## src/rtl/agds_params.svh

```systemverilog
// Constants of the adaptive gate drive sequencer
// Assumes inclusion by bare name from the package and modules
`ifndef AGDS_PARAMS_SVH
`define AGDS_PARAMS_SVH
`define AGDS_CODE_W 6
`define AGDS_TIME_W 8
`define AGDS_CODE_MIN 6'h00
`define AGDS_CODE_MAX 6'h3F
`define AGDS_AGC_ADAPT_BIT 1
`define AGDS_CLK_MHZ 20
`endif

```

## src/rtl/agds_pkg.sv

```systemverilog
// Types of the adaptive gate drive sequencer
// Assumes agds_params.svh on the include path
`include "agds_params.svh"
package agds_pkg;
    typedef logic [`AGDS_CODE_W-1:0] agds_code_t;
    typedef logic [`AGDS_TIME_W-1:0] agds_time_t;
    typedef enum logic [7:0] {
        AGDS_IDLE_ON = 8'h01,
        AGDS_CCP_ON = 8'h02,
        AGDS_PRECHG = 8'h04,
        AGDS_CHG = 8'h08,
        AGDS_POSTCHG = 8'h10,
        AGDS_SYM = 8'h20,
        AGDS_PREDIS = 8'h40,
        AGDS_DIS = 8'h80
    } agds_state_e;
    typedef struct packed {
        logic on;
        logic source;
        agds_code_t code;
    } agds_gate_s;
    typedef struct packed {
        agds_code_t precharge_initial_current;
        agds_code_t predischarge_initial_current;
        agds_code_t charge_current;
        agds_code_t discharge_current;
        agds_code_t freewheel_gate_current;
        agds_code_t max_drive_current;
        agds_time_t freewheel_crossconduction_time;
        agds_time_t active_crossconduction_time;
        agds_time_t precharge_duration;
        agds_time_t predischarge_duration;
        agds_time_t overvoltage_filter_time;
        agds_time_t turn_on_target;
        agds_time_t turn_off_target;
    } agds_cfg_s;
endpackage

```

## src/rtl/agds_adapt.sv

```systemverilog
// Adaptive current code for one phase (pre-charge or pre-discharge)
// Assumes one measurement pulse per PWM cycle
`timescale 1ns/10ps
`include "agds_params.svh"
module agds_adapt #(
    parameter int CODE_W = `AGDS_CODE_W
) (
    // Clock and reset
    input wire logic ref_clk,
    input wire logic reset_n,
    input wire logic clk_en,
    // Control
    input wire logic init_load,
    input wire logic [CODE_W-1:0] init_code,
    input wire logic [CODE_W-1:0] max_code,
    input wire logic adapt_on,
    input wire logic filter_on,
    input wire logic step_two,
    // Measurement
    input wire logic meas_done,
    input wire logic too_long,
    input wire logic too_short,
    // Result
    output logic [CODE_W-1:0] code
);
    logic [CODE_W-1:0] code_q;
    logic [CODE_W-1:0] code_d;
    logic prev_long_q;
    logic prev_short_q;
    logic [CODE_W:0] up_sum;
    logic [CODE_W-1:0] up_val;
    logic [CODE_W-1:0] dn_val;
    logic [CODE_W-1:0] init_min;
    logic [CODE_W-1:0] step;
    logic do_up;
    logic do_dn;
    assign step = step_two ? CODE_W'(2) : CODE_W'(1);
    assign init_min = (init_code < max_code) ? init_code : max_code;
    assign do_up = adapt_on & meas_done & too_long & (~filter_on | prev_long_q);
    assign do_dn = adapt_on & meas_done & too_short & (~filter_on | prev_short_q);
    assign up_sum = {1'b0, code_q} + {1'b0, step};
    assign up_val = (up_sum > {1'b0, max_code}) ? max_code : up_sum[CODE_W-1:0];
    assign dn_val = (code_q < step) ? CODE_W'(0) : code_q - step;
    assign code_d = init_load ? init_min : do_up ? up_val : do_dn ? dn_val :
                    (code_q > max_code) ? max_code : code_q;
    assign code = code_q;
    always_ff @(posedge ref_clk or negedge reset_n) begin
        if (!reset_n) begin
            code_q <= '0;
            prev_long_q <= 1'b0;
            prev_short_q <= 1'b0;
        end else if (clk_en) begin
            code_q <= code_d;
            if (init_load) begin
                prev_long_q <= 1'b0;
                prev_short_q <= 1'b0;
            end else if (meas_done) begin
                prev_long_q <= too_long;
                prev_short_q <= too_short;
            end
        end
    end
    chk_code_clamp: assert property (@(posedge ref_clk) disable iff (!reset_n)
        clk_en && !init_load && code_q <= max_code |=> code_q <= $past(max_code))
        else $error("adapt code above max");
    chk_filter_hold: assert property (@(posedge ref_clk) disable iff (!reset_n)
        clk_en && filter_on && meas_done && !init_load && !prev_long_q && !prev_short_q
        && code_q <= max_code |=> code_q == $past(code_q))
        else $error("filtered code moved on first sample");
    chk_init_load: assert property (@(posedge ref_clk) disable iff (!reset_n)
        clk_en && init_load |=> code_q == $past(init_min))
        else $error("init load not minimum");
    chk_step_up: assert property (@(posedge ref_clk) disable iff (!reset_n)
        clk_en && do_up && !init_load && up_sum <= {1'b0, max_code}
        |=> code_q == $past(code_q) + $past(step))
        else $error("wrong step size");
endmodule

```

## src/rtl/agds_seq.sv

```systemverilog
// Adaptive gate drive sequencer for one half-bridge
// Assumes synchronous pwm_input and comparator inputs, config held stable
//
// Summary of operation
// - Rising edge: protection time, low gate discharged.
// - Then pre-charge with adaptive code.
// - Charge current, measure delay, end at threshold.
// - Post-charge ramps code each clock to max.
// - Adaptive code clamped between lowest and max.
// - Enable loads min of initial and max.
// - Unfiltered: long delay raises, short lowers.
// - Step one or two per setting.
// - Filter needs two agreeing cycles.
// - Falling edge delayed by protection time.
// - Then pre-discharge with adaptive code.
// - Discharge current, measure, end at active protection.
// - Low gate off, then charged until filter end.
// - Pre-discharge adapted likewise from turn-off delay.
// - Adaptation only with select bit one set.
// - Passive freewheel keeps complementary gate off.
// - Passive freewheel skips freewheel protection times.
// - Low-side mapping swaps gates and thresholds.
// - Measured delays are readable outputs.
// - Currents are six-bit step codes.
`timescale 1ns/10ps
`include "agds_params.svh"
module agds_seq #(
    parameter int CODE_W = `AGDS_CODE_W,
    parameter int TIME_W = `AGDS_TIME_W
) (
    // Clock and reset
    input wire logic ref_clk,
    input wire logic reset_n,
    input wire logic clk_en,
    // PWM and mode
    input wire logic pwm_input,
    input wire logic bridge_pwm_enable,
    input wire logic pwm_on_low_side,
    input wire logic active_freewheel_enable,
    input wire logic [1:0] adaptive_gate_control_select,
    input wire logic adaptation_filter_enable,
    input wire logic adaptation_step_size,
    input wire agds_pkg::agds_cfg_s cfg,
    // Switch node comparators
    input wire logic switch_node_high,
    input wire logic switch_node_low,
    // Gate drives
    output agds_pkg::agds_gate_s high_gate,
    output agds_pkg::agds_gate_s low_gate,
    // Status
    output agds_pkg::agds_state_e phase,
    output agds_pkg::agds_code_t precharge_current,
    output agds_pkg::agds_code_t predischarge_current,
    output agds_pkg::agds_time_t turn_on_delay,
    output agds_pkg::agds_time_t turn_off_delay
);
    agds_pkg::agds_state_e st_q;
    agds_pkg::agds_state_e st_d;
    agds_pkg::agds_time_t cnt_q;
    agds_pkg::agds_time_t cnt_d;
    agds_pkg::agds_time_t meas_q;
    agds_pkg::agds_time_t ccp_q;
    agds_pkg::agds_time_t fv_q;
    agds_pkg::agds_time_t ton_q;
    agds_pkg::agds_time_t toff_q;
    agds_pkg::agds_code_t ramp_q;
    agds_pkg::agds_gate_s act_q;
    agds_pkg::agds_gate_s fw_q;
    agds_pkg::agds_gate_s act_d;
    agds_pkg::agds_gate_s fw_d;
    logic pwm_q;
    logic en_q;
    logic fwchg_q;
    logic rise;
    logic fall;
    logic en_rise;
    logic cnt_end;
    logic ccp_end;
    logic fv_end;
    logic sn_reached;
    logic sn_released;
    logic adapt_on;
    logic on_done;
    logic off_done;
    agds_pkg::agds_time_t fw_ccp;
    agds_pkg::agds_time_t cnt_m1;
    agds_pkg::agds_time_t meas_p1;
    agds_pkg::agds_code_t pre_code;
    agds_pkg::agds_code_t pdis_code;
    agds_pkg::agds_code_t ramp_up;
    assign rise = pwm_input & ~pwm_q;
    assign fall = ~pwm_input & pwm_q;
    assign en_rise = bridge_pwm_enable & ~en_q;
    assign adapt_on = adaptive_gate_control_select[`AGDS_AGC_ADAPT_BIT];
    assign fw_ccp = active_freewheel_enable ? cfg.freewheel_crossconduction_time : '0;
    assign cnt_m1 = cnt_q - TIME_W'(1);
    assign cnt_end = (cnt_q <= TIME_W'(1));
    assign ccp_end = (ccp_q <= TIME_W'(1));
    assign fv_end = (fv_q <= TIME_W'(1));
    assign meas_p1 = (meas_q == '1) ? meas_q : meas_q + TIME_W'(1);
    assign sn_reached = pwm_on_low_side ? switch_node_low : switch_node_high;
    assign sn_released = pwm_on_low_side ? switch_node_high : switch_node_low;
    assign ramp_up = (ramp_q >= cfg.max_drive_current) ? cfg.max_drive_current : ramp_q + CODE_W'(1);
    assign on_done = clk_en & (st_q == agds_pkg::AGDS_CHG) & sn_reached;
    assign off_done = clk_en & (st_q == agds_pkg::AGDS_DIS) & ccp_end;
    always_comb begin
        st_d = st_q;
        cnt_d = (cnt_q == '0) ? cnt_q : cnt_m1;
        act_d = act_q;
        fw_d = fw_q;
        unique case (st_q)
            agds_pkg::AGDS_IDLE_ON: begin
                if (rise) begin
                    st_d = agds_pkg::AGDS_CCP_ON;
                    cnt_d = fw_ccp;
                    act_d = '{on: 1'b0, source: 1'b0, code: cfg.discharge_current};
                    fw_d = '{on: 1'b1, source: 1'b0, code: cfg.freewheel_gate_current};
                end
            end
            agds_pkg::AGDS_CCP_ON: begin
                if (cnt_end) begin
                    st_d = agds_pkg::AGDS_PRECHG;
                    cnt_d = cfg.precharge_duration;
                    act_d = '{on: 1'b1, source: 1'b1, code: pre_code};
                end
            end
            agds_pkg::AGDS_PRECHG: begin
                if (cnt_end) begin
                    st_d = agds_pkg::AGDS_CHG;
                    act_d.code = cfg.charge_current;
                end
            end
            agds_pkg::AGDS_CHG: begin
                if (sn_reached) begin
                    st_d = agds_pkg::AGDS_POSTCHG;
                end
            end
            agds_pkg::AGDS_POSTCHG: begin
                act_d.code = ramp_up;
                if (fv_end) begin
                    act_d.code = cfg.max_drive_current;
                    st_d = agds_pkg::AGDS_SYM;
                    cnt_d = '0;
                end
            end
            agds_pkg::AGDS_SYM: begin
                if (fall) begin
                    cnt_d = fw_ccp;
                end
                if ((fall && fw_ccp == '0) || (cnt_q != '0 && cnt_end)) begin
                    st_d = agds_pkg::AGDS_PREDIS;
                    cnt_d = cfg.predischarge_duration;
                    act_d = '{on: 1'b1, source: 1'b0, code: pdis_code};
                end
            end
            agds_pkg::AGDS_PREDIS: begin
                if (cnt_end) begin
                    st_d = agds_pkg::AGDS_DIS;
                    act_d.code = cfg.discharge_current;
                end
            end
            agds_pkg::AGDS_DIS: begin
                if (ccp_end) begin
                    st_d = agds_pkg::AGDS_IDLE_ON;
                    act_d = '{on: 1'b1, source: 1'b0, code: cfg.discharge_current};
                end
            end
        endcase
        if (st_q == agds_pkg::AGDS_DIS && ccp_end) begin
            fw_d = '{on: active_freewheel_enable & sn_released, source: 1'b1,
                     code: cfg.freewheel_gate_current};
        end
        if (fwchg_q && fv_end && st_d == agds_pkg::AGDS_IDLE_ON) begin
            fw_d.on = 1'b0;
        end
        if (!active_freewheel_enable) begin
            fw_d.on = 1'b0;
        end
        if (!bridge_pwm_enable) begin
            st_d = agds_pkg::AGDS_IDLE_ON;
            act_d = '0;
            fw_d = '0;
        end
    end
    always_ff @(posedge ref_clk or negedge reset_n) begin
        if (!reset_n) begin
            st_q <= agds_pkg::AGDS_IDLE_ON;
            cnt_q <= '0;
            act_q <= '0;
            fw_q <= '0;
            pwm_q <= 1'b0;
            en_q <= 1'b0;
        end else if (clk_en) begin
            st_q <= st_d;
            cnt_q <= cnt_d;
            act_q <= act_d;
            fw_q <= fw_d;
            pwm_q <= pwm_input;
            en_q <= bridge_pwm_enable;
        end
    end
    // Delay measurement, protection and filter timers
    always_ff @(posedge ref_clk or negedge reset_n) begin
        if (!reset_n) begin
            meas_q <= '0;
            ccp_q <= '0;
            fv_q <= '0;
            ton_q <= '0;
            toff_q <= '0;
            ramp_q <= '0;
            fwchg_q <= 1'b0;
        end else if (clk_en) begin
            meas_q <= (st_d != st_q && (st_d == agds_pkg::AGDS_PRECHG || st_d == agds_pkg::AGDS_PREDIS))
                      ? '0 : meas_p1;
            ccp_q <= (st_d == agds_pkg::AGDS_PREDIS && st_q == agds_pkg::AGDS_SYM) ?
                     cfg.active_crossconduction_time : (ccp_end ? ccp_q : ccp_q - TIME_W'(1));
            fv_q <= ((st_d == agds_pkg::AGDS_POSTCHG && st_q == agds_pkg::AGDS_CHG) ||
                     (st_q == agds_pkg::AGDS_DIS && ccp_end)) ?
                    cfg.overvoltage_filter_time : (fv_end ? fv_q : fv_q - TIME_W'(1));
            ramp_q <= (st_q == agds_pkg::AGDS_CHG) ? cfg.charge_current : ramp_up;
            fwchg_q <= (st_q == agds_pkg::AGDS_DIS && ccp_end) ? 1'b1 :
                       ((fv_end || st_d != agds_pkg::AGDS_IDLE_ON) ? 1'b0 : fwchg_q);
            if (on_done) begin
                ton_q <= meas_q;
            end
            if (off_done) begin
                toff_q <= meas_q;
            end
        end
    end
    agds_adapt #(.CODE_W(CODE_W)) u_pre (
        .ref_clk(ref_clk),
        .reset_n(reset_n),
        .clk_en(clk_en),
        .init_load(en_rise),
        .init_code(cfg.precharge_initial_current),
        .max_code(cfg.max_drive_current),
        .adapt_on(adapt_on),
        .filter_on(adaptation_filter_enable),
        .step_two(adaptation_step_size),
        .meas_done(on_done),
        .too_long(meas_q > cfg.turn_on_target),
        .too_short(meas_q < cfg.turn_on_target),
        .code(pre_code)
    );
    agds_adapt #(.CODE_W(CODE_W)) u_pdis (
        .ref_clk(ref_clk),
        .reset_n(reset_n),
        .clk_en(clk_en),
        .init_load(en_rise),
        .init_code(cfg.predischarge_initial_current),
        .max_code(cfg.max_drive_current),
        .adapt_on(adapt_on),
        .filter_on(adaptation_filter_enable),
        .step_two(adaptation_step_size),
        .meas_done(off_done),
        .too_long(meas_q > cfg.turn_off_target),
        .too_short(meas_q < cfg.turn_off_target),
        .code(pdis_code)
    );
    assign high_gate = pwm_on_low_side ? fw_q : act_q;
    assign low_gate = pwm_on_low_side ? act_q : fw_q;
    assign phase = st_q;
    assign precharge_current = pre_code;
    assign predischarge_current = pdis_code;
    assign turn_on_delay = ton_q;
    assign turn_off_delay = toff_q;
    // active gate held off during rising-edge protection
    chk_ccp_act_off: assert property (@(posedge ref_clk) disable iff (!reset_n)
        st_q == agds_pkg::AGDS_CCP_ON |-> !act_q.on)
        else $error("active gate on during protection");
    chk_prechg_code: assert property (@(posedge ref_clk) disable iff (!reset_n)
        clk_en && bridge_pwm_enable && st_q == agds_pkg::AGDS_CCP_ON && cnt_end
        |=> act_q.code == $past(pre_code) && act_q.source)
        else $error("pre-charge code wrong");
    chk_chg_end: assert property (@(posedge ref_clk) disable iff (!reset_n)
        clk_en && bridge_pwm_enable && st_q == agds_pkg::AGDS_CHG && sn_reached
        |=> st_q == agds_pkg::AGDS_POSTCHG)
        else $error("charge did not end");
    chk_passive_off: assert property (@(posedge ref_clk) disable iff (!reset_n)
        clk_en && !active_freewheel_enable |=> !fw_q.on)
        else $error("complementary gate on in passive mode");
    chk_passive_skip: assert property (@(posedge ref_clk) disable iff (!reset_n)
        clk_en && bridge_pwm_enable && !active_freewheel_enable && st_q == agds_pkg::AGDS_CCP_ON
        |=> st_q != agds_pkg::AGDS_CCP_ON)
        else $error("protection not skipped");
    chk_swap: assert property (@(posedge ref_clk) disable iff (!reset_n)
        pwm_on_low_side && active_freewheel_enable && st_q == agds_pkg::AGDS_CCP_ON
        |-> high_gate.on && !high_gate.source && !low_gate.on)
        else $error("gate roles not swapped");
    chk_ton_latch: assert property (@(posedge ref_clk) disable iff (!reset_n)
        on_done |=> turn_on_delay == $past(meas_q))
        else $error("turn-on delay not latched");
    cov_full_on: cover property (@(posedge ref_clk) st_q == agds_pkg::AGDS_POSTCHG);
    cov_full_off: cover property (@(posedge ref_clk) off_done);
    cov_low_map: cover property (@(posedge ref_clk) pwm_on_low_side && on_done);
endmodule

```

## config.mk

```make
export PLATFORM = sky130hd
export DESIGN_NAME = agds_seq
export DESIGN_NICKNAME = d
export VERILOG_FILES = /design/src/rtl/agds_pkg.sv /design/src/rtl/agds_adapt.sv /design/src/rtl/agds_seq.sv
export VERILOG_INCLUDE_DIRS = /design/src /design/src/rtl
export SDC_FILE = /design/constraint.sdc
export NUM_CORES = 1
export LEC_CHECK = 0
export ABC_AREA = 1
export BUFFER_PORTS_ARGS = -buffer_cell sky130_fd_sc_hd__buf_2
export CAP_MARGIN = 20
export CELL_PAD_IN_SITES_DETAIL_PLACEMENT = 1
export CELL_PAD_IN_SITES_GLOBAL_PLACEMENT = 1
export CORE_MARGIN = 10
export CORE_UTILIZATION = 30
export CTS_BUF_LIST = sky130_fd_sc_hd__clkbuf_16
export DETAILED_ROUTE_END_ITERATION = 12
export MAX_ROUTING_LAYER = met4
export PLACE_DENSITY = 0.61
export SYNTH_ARGS = -nofsm -noshare
export SYNTH_HDL_FRONTEND = slang
export SYNTH_SLANG_ARGS = --single-unit
```

## constraint.sdc

```tcl
create_clock -name ref_clk -period 4.6 [get_ports ref_clk]
set_clock_uncertainty 0.1 [all_clocks]
set_input_delay 0.46 -clock ref_clk [delete_from_list [all_inputs] [get_ports ref_clk]]
set_output_delay 0.46 -clock ref_clk [all_outputs]
set_load 0.005 [all_outputs]
```

==> summary by stage <==
Synth
The netlist area before placement is 9107 sq um. The number of warning messages in the yosys log is 0. The post-synthesis area per instance is roughly 7 sq um. In this run, synthesis produced a sequential element count of 97. The post-synth net total is 1496. Synthesis produced a netlist whose cell count is between 1000 and 1500. The number of synthesized flops with an enable pin is 0. The portion of the post-synthesis area used by sequential elements is 0.2667.

Of all cell types, the one taking the most synthesized area is sky130_fd_sc_hd__dfrtp_1. In the post-synthesis netlist, the biggest area contributors are sky130_fd_sc_hd__dfrtp_1 (26%), sky130_fd_sc_hd__nand2_1 (13%), sky130_fd_sc_hd__ha_1 (10%). The share of synthesized area in the top cell type comes to 0.2638. The count of different cell masters after synthesis is 58.

For this run, the leading register cell type out of synthesis is sky130_fd_sc_hd__dfrtp_1. The share of async-settable or async-resettable flops after synthesis is 1.000.

Clocking
Clock-pin slew was measured on the worst setup and hold paths at 80 ps. The clock passes through at most 2 buffers. The clock net in this run drives a total of 97 sinks. The post-CTS repair timing setup buffer count is 0. Counting the buffers created by CTS gives 9.

The CTS tree is done. The H-tree was split into 3 levels. The tree is rooted in a sky130_fd_sc_hd__clkbuf_16. The clock latency on the worst-skew pair is roughly 380 ps.

Floorplan
The initial utilization of the core area, before any placement, comes to 0.3057. The area of the die is 37730 sq um. In this run the core area contains 63 standard-cell rows. The horizontal extent of the die is 194.2 um. From bottom edge to top edge, the die measures 194.2 um. The core area is about 30000 sq um. The number of top-level pins is 157.

Critical path
STA classifies the critical path endpoint as a flop. The worst setup path is launched from a flop. Data on the critical path is required at its endpoint by 4750 ps. The largest single stage delay on the critical path is 570 ps. Counting both buffers and inverters, the worst setup path holds a total of 3. In this run the worst path has a maximum fanout of 12. The critical path start-end classification is flop to flop. The arrival time of the worst setup path is 3770 ps.

The cell type group with the largest total delay on the critical path is simple AND/OR/NAND/NOR gates. The critical path goes through ha_1 > inv_1 > a21oi_1 > nor2_1 > nand2_1 > nor2_1 > xor2_1 > inv_1 > ha_1 > nand3_1 > or3b_2 > a21oi_1 > buf_4 > o21ai_0 > nand2_1 > a21oi_1 > o21ai_0 > o21ai_0. The slowest stage of the critical path belongs to the cell sky130_fd_sc_hd__dfrtp_1.

Pwr
VDD sags by at most 0.2206 mV. Of the total power, the share spent switching nets is 0.4875. The cell internal power dissipation is 0.002351 W. The relative contribution of combinational cells to total power is 0.511.

For this design the total switching power over the nets is 0.002236 W. The share of total power dissipated in sequential elements is 0.311. Of the total power, the clock network draws 0.178. In this run the power density over the cells is ~430 nW/um^2. The reported leakage power is about 5.5 nW.

Global routing
The most crowded layer after global routing is met2. For this run the aggregate overflow at the end of global routing stands at 0. The pin count of the biggest net entering global routing is between 40 and 50. The via count of the first global-routing pass is 10030. The global routing usage on met3 is 0.03164. The wire length of the first global-routing pass is between 50000 and 60000 um. For this run, global-route usage on met2 was measured as 0.3004. The number of antenna violations at the first check in global routing came to 0. The overall global routing resource usage is 0.1853. For this run, global-route usage on met1 was measured as 0.2369.

STA
Setup repair after global routing left no endpoint under its margin. The worst path setup slack after routing is approximately 970 ps. Derived from the worst setup path, the maximum achievable clock frequency is 0.2759 GHz.

Setup total negative slack on the finished layout was measured at 0 ps. The hold violation count in the final report is 0. In the finished design, the share of the clock period the worst path needs comes to 0.7880.

Subtracting the final worst setup slack from the clock period gives 3625 ps. The setup-violating endpoint count in the final report is 0. The relative slew slack is 0.4392. The pin slew with the least headroom to its limit is 819.9 ps. The number of pins exceeding their max-slew limit in the final report came to 0.

Routing
The detailed-routing iteration count for the pre-antenna-repair pass is 4. The final wirelength is 34640 um. The violation count after the first detailed-route iteration is 428.

The number of routed nets with antenna violations is 0. The remaining routing DRC violations is 0. After detailed routing, the average wire length per cell comes to approximately 19 um. For this block, the via count after detailed routing is 9557. After detailed routing, the number of vias per cell comes to 5.146.

Final layout
In the final design database the tool counted 1644 nets. The number of antenna diodes in the final layout is 0. In the layout the commonest cells are sky130_fd_sc_hd__nand2_1 (307), sky130_fd_sc_hd__inv_1 (172), sky130_fd_sc_hd__buf_2 (154). The area growth from synthesis to layout is 16.68%.

Of the cells placed in the final design, the portion with a size suffix greater than 1 is 0.1813. Summing all non-filler instances in the final layout gives an area of around 11000 sq um. At the end of the flow the core is filled with cells to 0.3566. The library cell used most frequently in the layout, excluding fill and tap cells, is sky130_fd_sc_hd__nand2_1.

Placed design
The post-placement setup slack is 659.5 ps. In this run the cell area measured after placement is slightly above 10000 sq um. At the end of routability-driven placement, the weighted congestion stood at 0.8811. The number of I/O port buffers is ~160. Once detailed placement completed, the half-perimeter wirelength came to between 20000 and 30000 um.

Job
The max-cap violation count is 0.

Worst hold path
In this run the worst hold path is classified as primary input to flop.

Outcome
The flow ran to the end, and the final reports show no timing, DRC or antenna violations.
## power by group through the flow
stage / logic (W) / clock network (W) / registers, W
floorplan: 0.00169 / 0 / 0.00130
global placement: 0.00228 / 0 / 0.00144
detailed placement: 0.00235 / 0 / 0.00144
CTS: 0.00236 / 0.000847 / 0.00143
global route: 0.00273 / 0.000876 / 0.00147
finish: 0.00234 / 0.000817 / 0.00143
## per-stage QoR
| stage | power, W | instances | hold WS [ps] |
|---|---|---|---|
| after floorplan | 0.002985 | 1314 | 64.41 |
| after CTS | 0.004639 | 1857 | 213.4 |
| final | 0.004587 | 1857 | 227.7 |
| after detailed placement | 0.003790 | 1840 | 207.3 |
| after global routing | 0.005072 | 1857 | 224.3 |
| after global placement | 0.003717 | 1840 | 209.4 |
## cell type report
cell class | instances | area, sq um
repair buffers | 169 | 885.9
fillers | 3857 | 19170
multi-input cells | 1001 | 5823
clock inverters | 7 | 81.33
inverters | 184 | 694.4
flip-flops and latches | 97 | 2429
clock buffers | 9 | 225.2
well taps | 390 | 488.0
## sequential cells by signal, indices dropped and copies added (netlist names), 6 cells and up
signal	cells
cnt_q	8
phase	8
ccp_q	8
act_q	8
turn_off_delay	8
fv_q	8
meas_q	8
turn_on_delay	8
ramp_q	6
u_pre.code	6
fw_q	8
u_pdis.code	6
## worst reg2reg max path: stages, from the launching register on
cell	delay, ps
sky130_fd_sc_hd__dfrtp_1	570
sky130_fd_sc_hd__ha_1	310
sky130_fd_sc_hd__inv_1	70
sky130_fd_sc_hd__a21oi_1	80
sky130_fd_sc_hd__nor2_1	100
sky130_fd_sc_hd__nand2_1	80
sky130_fd_sc_hd__nor2_1	160
sky130_fd_sc_hd__xor2_1	240
sky130_fd_sc_hd__inv_1	80
sky130_fd_sc_hd__ha_1	330
sky130_fd_sc_hd__nand3_1	80
sky130_fd_sc_hd__or3b_2	450
sky130_fd_sc_hd__a21oi_1	160
sky130_fd_sc_hd__buf_4	190
sky130_fd_sc_hd__o21ai_0	110
sky130_fd_sc_hd__nand2_1	100
sky130_fd_sc_hd__a21oi_1	70
sky130_fd_sc_hd__o21ai_0	150
sky130_fd_sc_hd__o21ai_0	110
## synth_stat cells (6+ instances only)
master                        n
sky130_fd_sc_hd__nand2_1    307
sky130_fd_sc_hd__inv_1      172
sky130_fd_sc_hd__o21ai_0    116
sky130_fd_sc_hd__nor2_1     104
sky130_fd_sc_hd__dfrtp_1     96
sky130_fd_sc_hd__nand3_1     85
sky130_fd_sc_hd__ha_1        73
sky130_fd_sc_hd__a21oi_1     66
sky130_fd_sc_hd__o211ai_1    41
sky130_fd_sc_hd__nand4_1     25
sky130_fd_sc_hd__xor2_1      21
sky130_fd_sc_hd__clkbuf_1    18
sky130_fd_sc_hd__a31oi_1     17
sky130_fd_sc_hd__nand2_2     16
sky130_fd_sc_hd__o22ai_1     16
sky130_fd_sc_hd__nor3_1      15
sky130_fd_sc_hd__nand3_2     11
sky130_fd_sc_hd__buf_2        9
sky130_fd_sc_hd__inv_2        9
sky130_fd_sc_hd__nand2_4      8
sky130_fd_sc_hd__or2_2        7
sky130_fd_sc_hd__o2111ai_1    6
sky130_fd_sc_hd__o21a_1       6
## metal layers
metal / up-vias / part of all wire
li1: 4731 / -
met1: 4638 / 0.48
met2: 158 / 0.47
met3: 30 / 0.038
met4: 0 / 0.014
met5: - / 0
## cell families after synthesis
logic type	Yosys count	synth area share
AND/OR/NAND/NOR	604	0.3116
AO/OA/AOI/OAI	295	0.1947
buffers and inverters	216	0.09397
flip-flops	97	0.2667
adder cells (fa/ha/maj)	77	0.1091
XOR/XNOR	25	0.02404
## what timing repair did
action                                 in CTS  in global routing
gates resized for setup                     0                  0
endpoints found under the hold margin       6                  0
hold buffers                                1                  0
## worst paths after layout
| path | startpoint | end | slack, ps | cells after the start |
|---|---|---|---|---|
| min in group asynchronous | reset_n | u_pdis.code[5] | 350 | 2 |
| max in group asynchronous | reset_n | fv_q[1] | 3180 | 3 |
| max reg2reg | u_pre.code[1] | u_pre.code[4] | 970 | 18 |
| min reg2reg | fwchg_q | fwchg_q | 390 | 2 |
| min | cfg[67] | fw_q[5] | 230 | 3 |
| max | u_pre.code[1] | u_pre.code[4] | 970 | 18 |
Power figures use the tool's default switching activity.
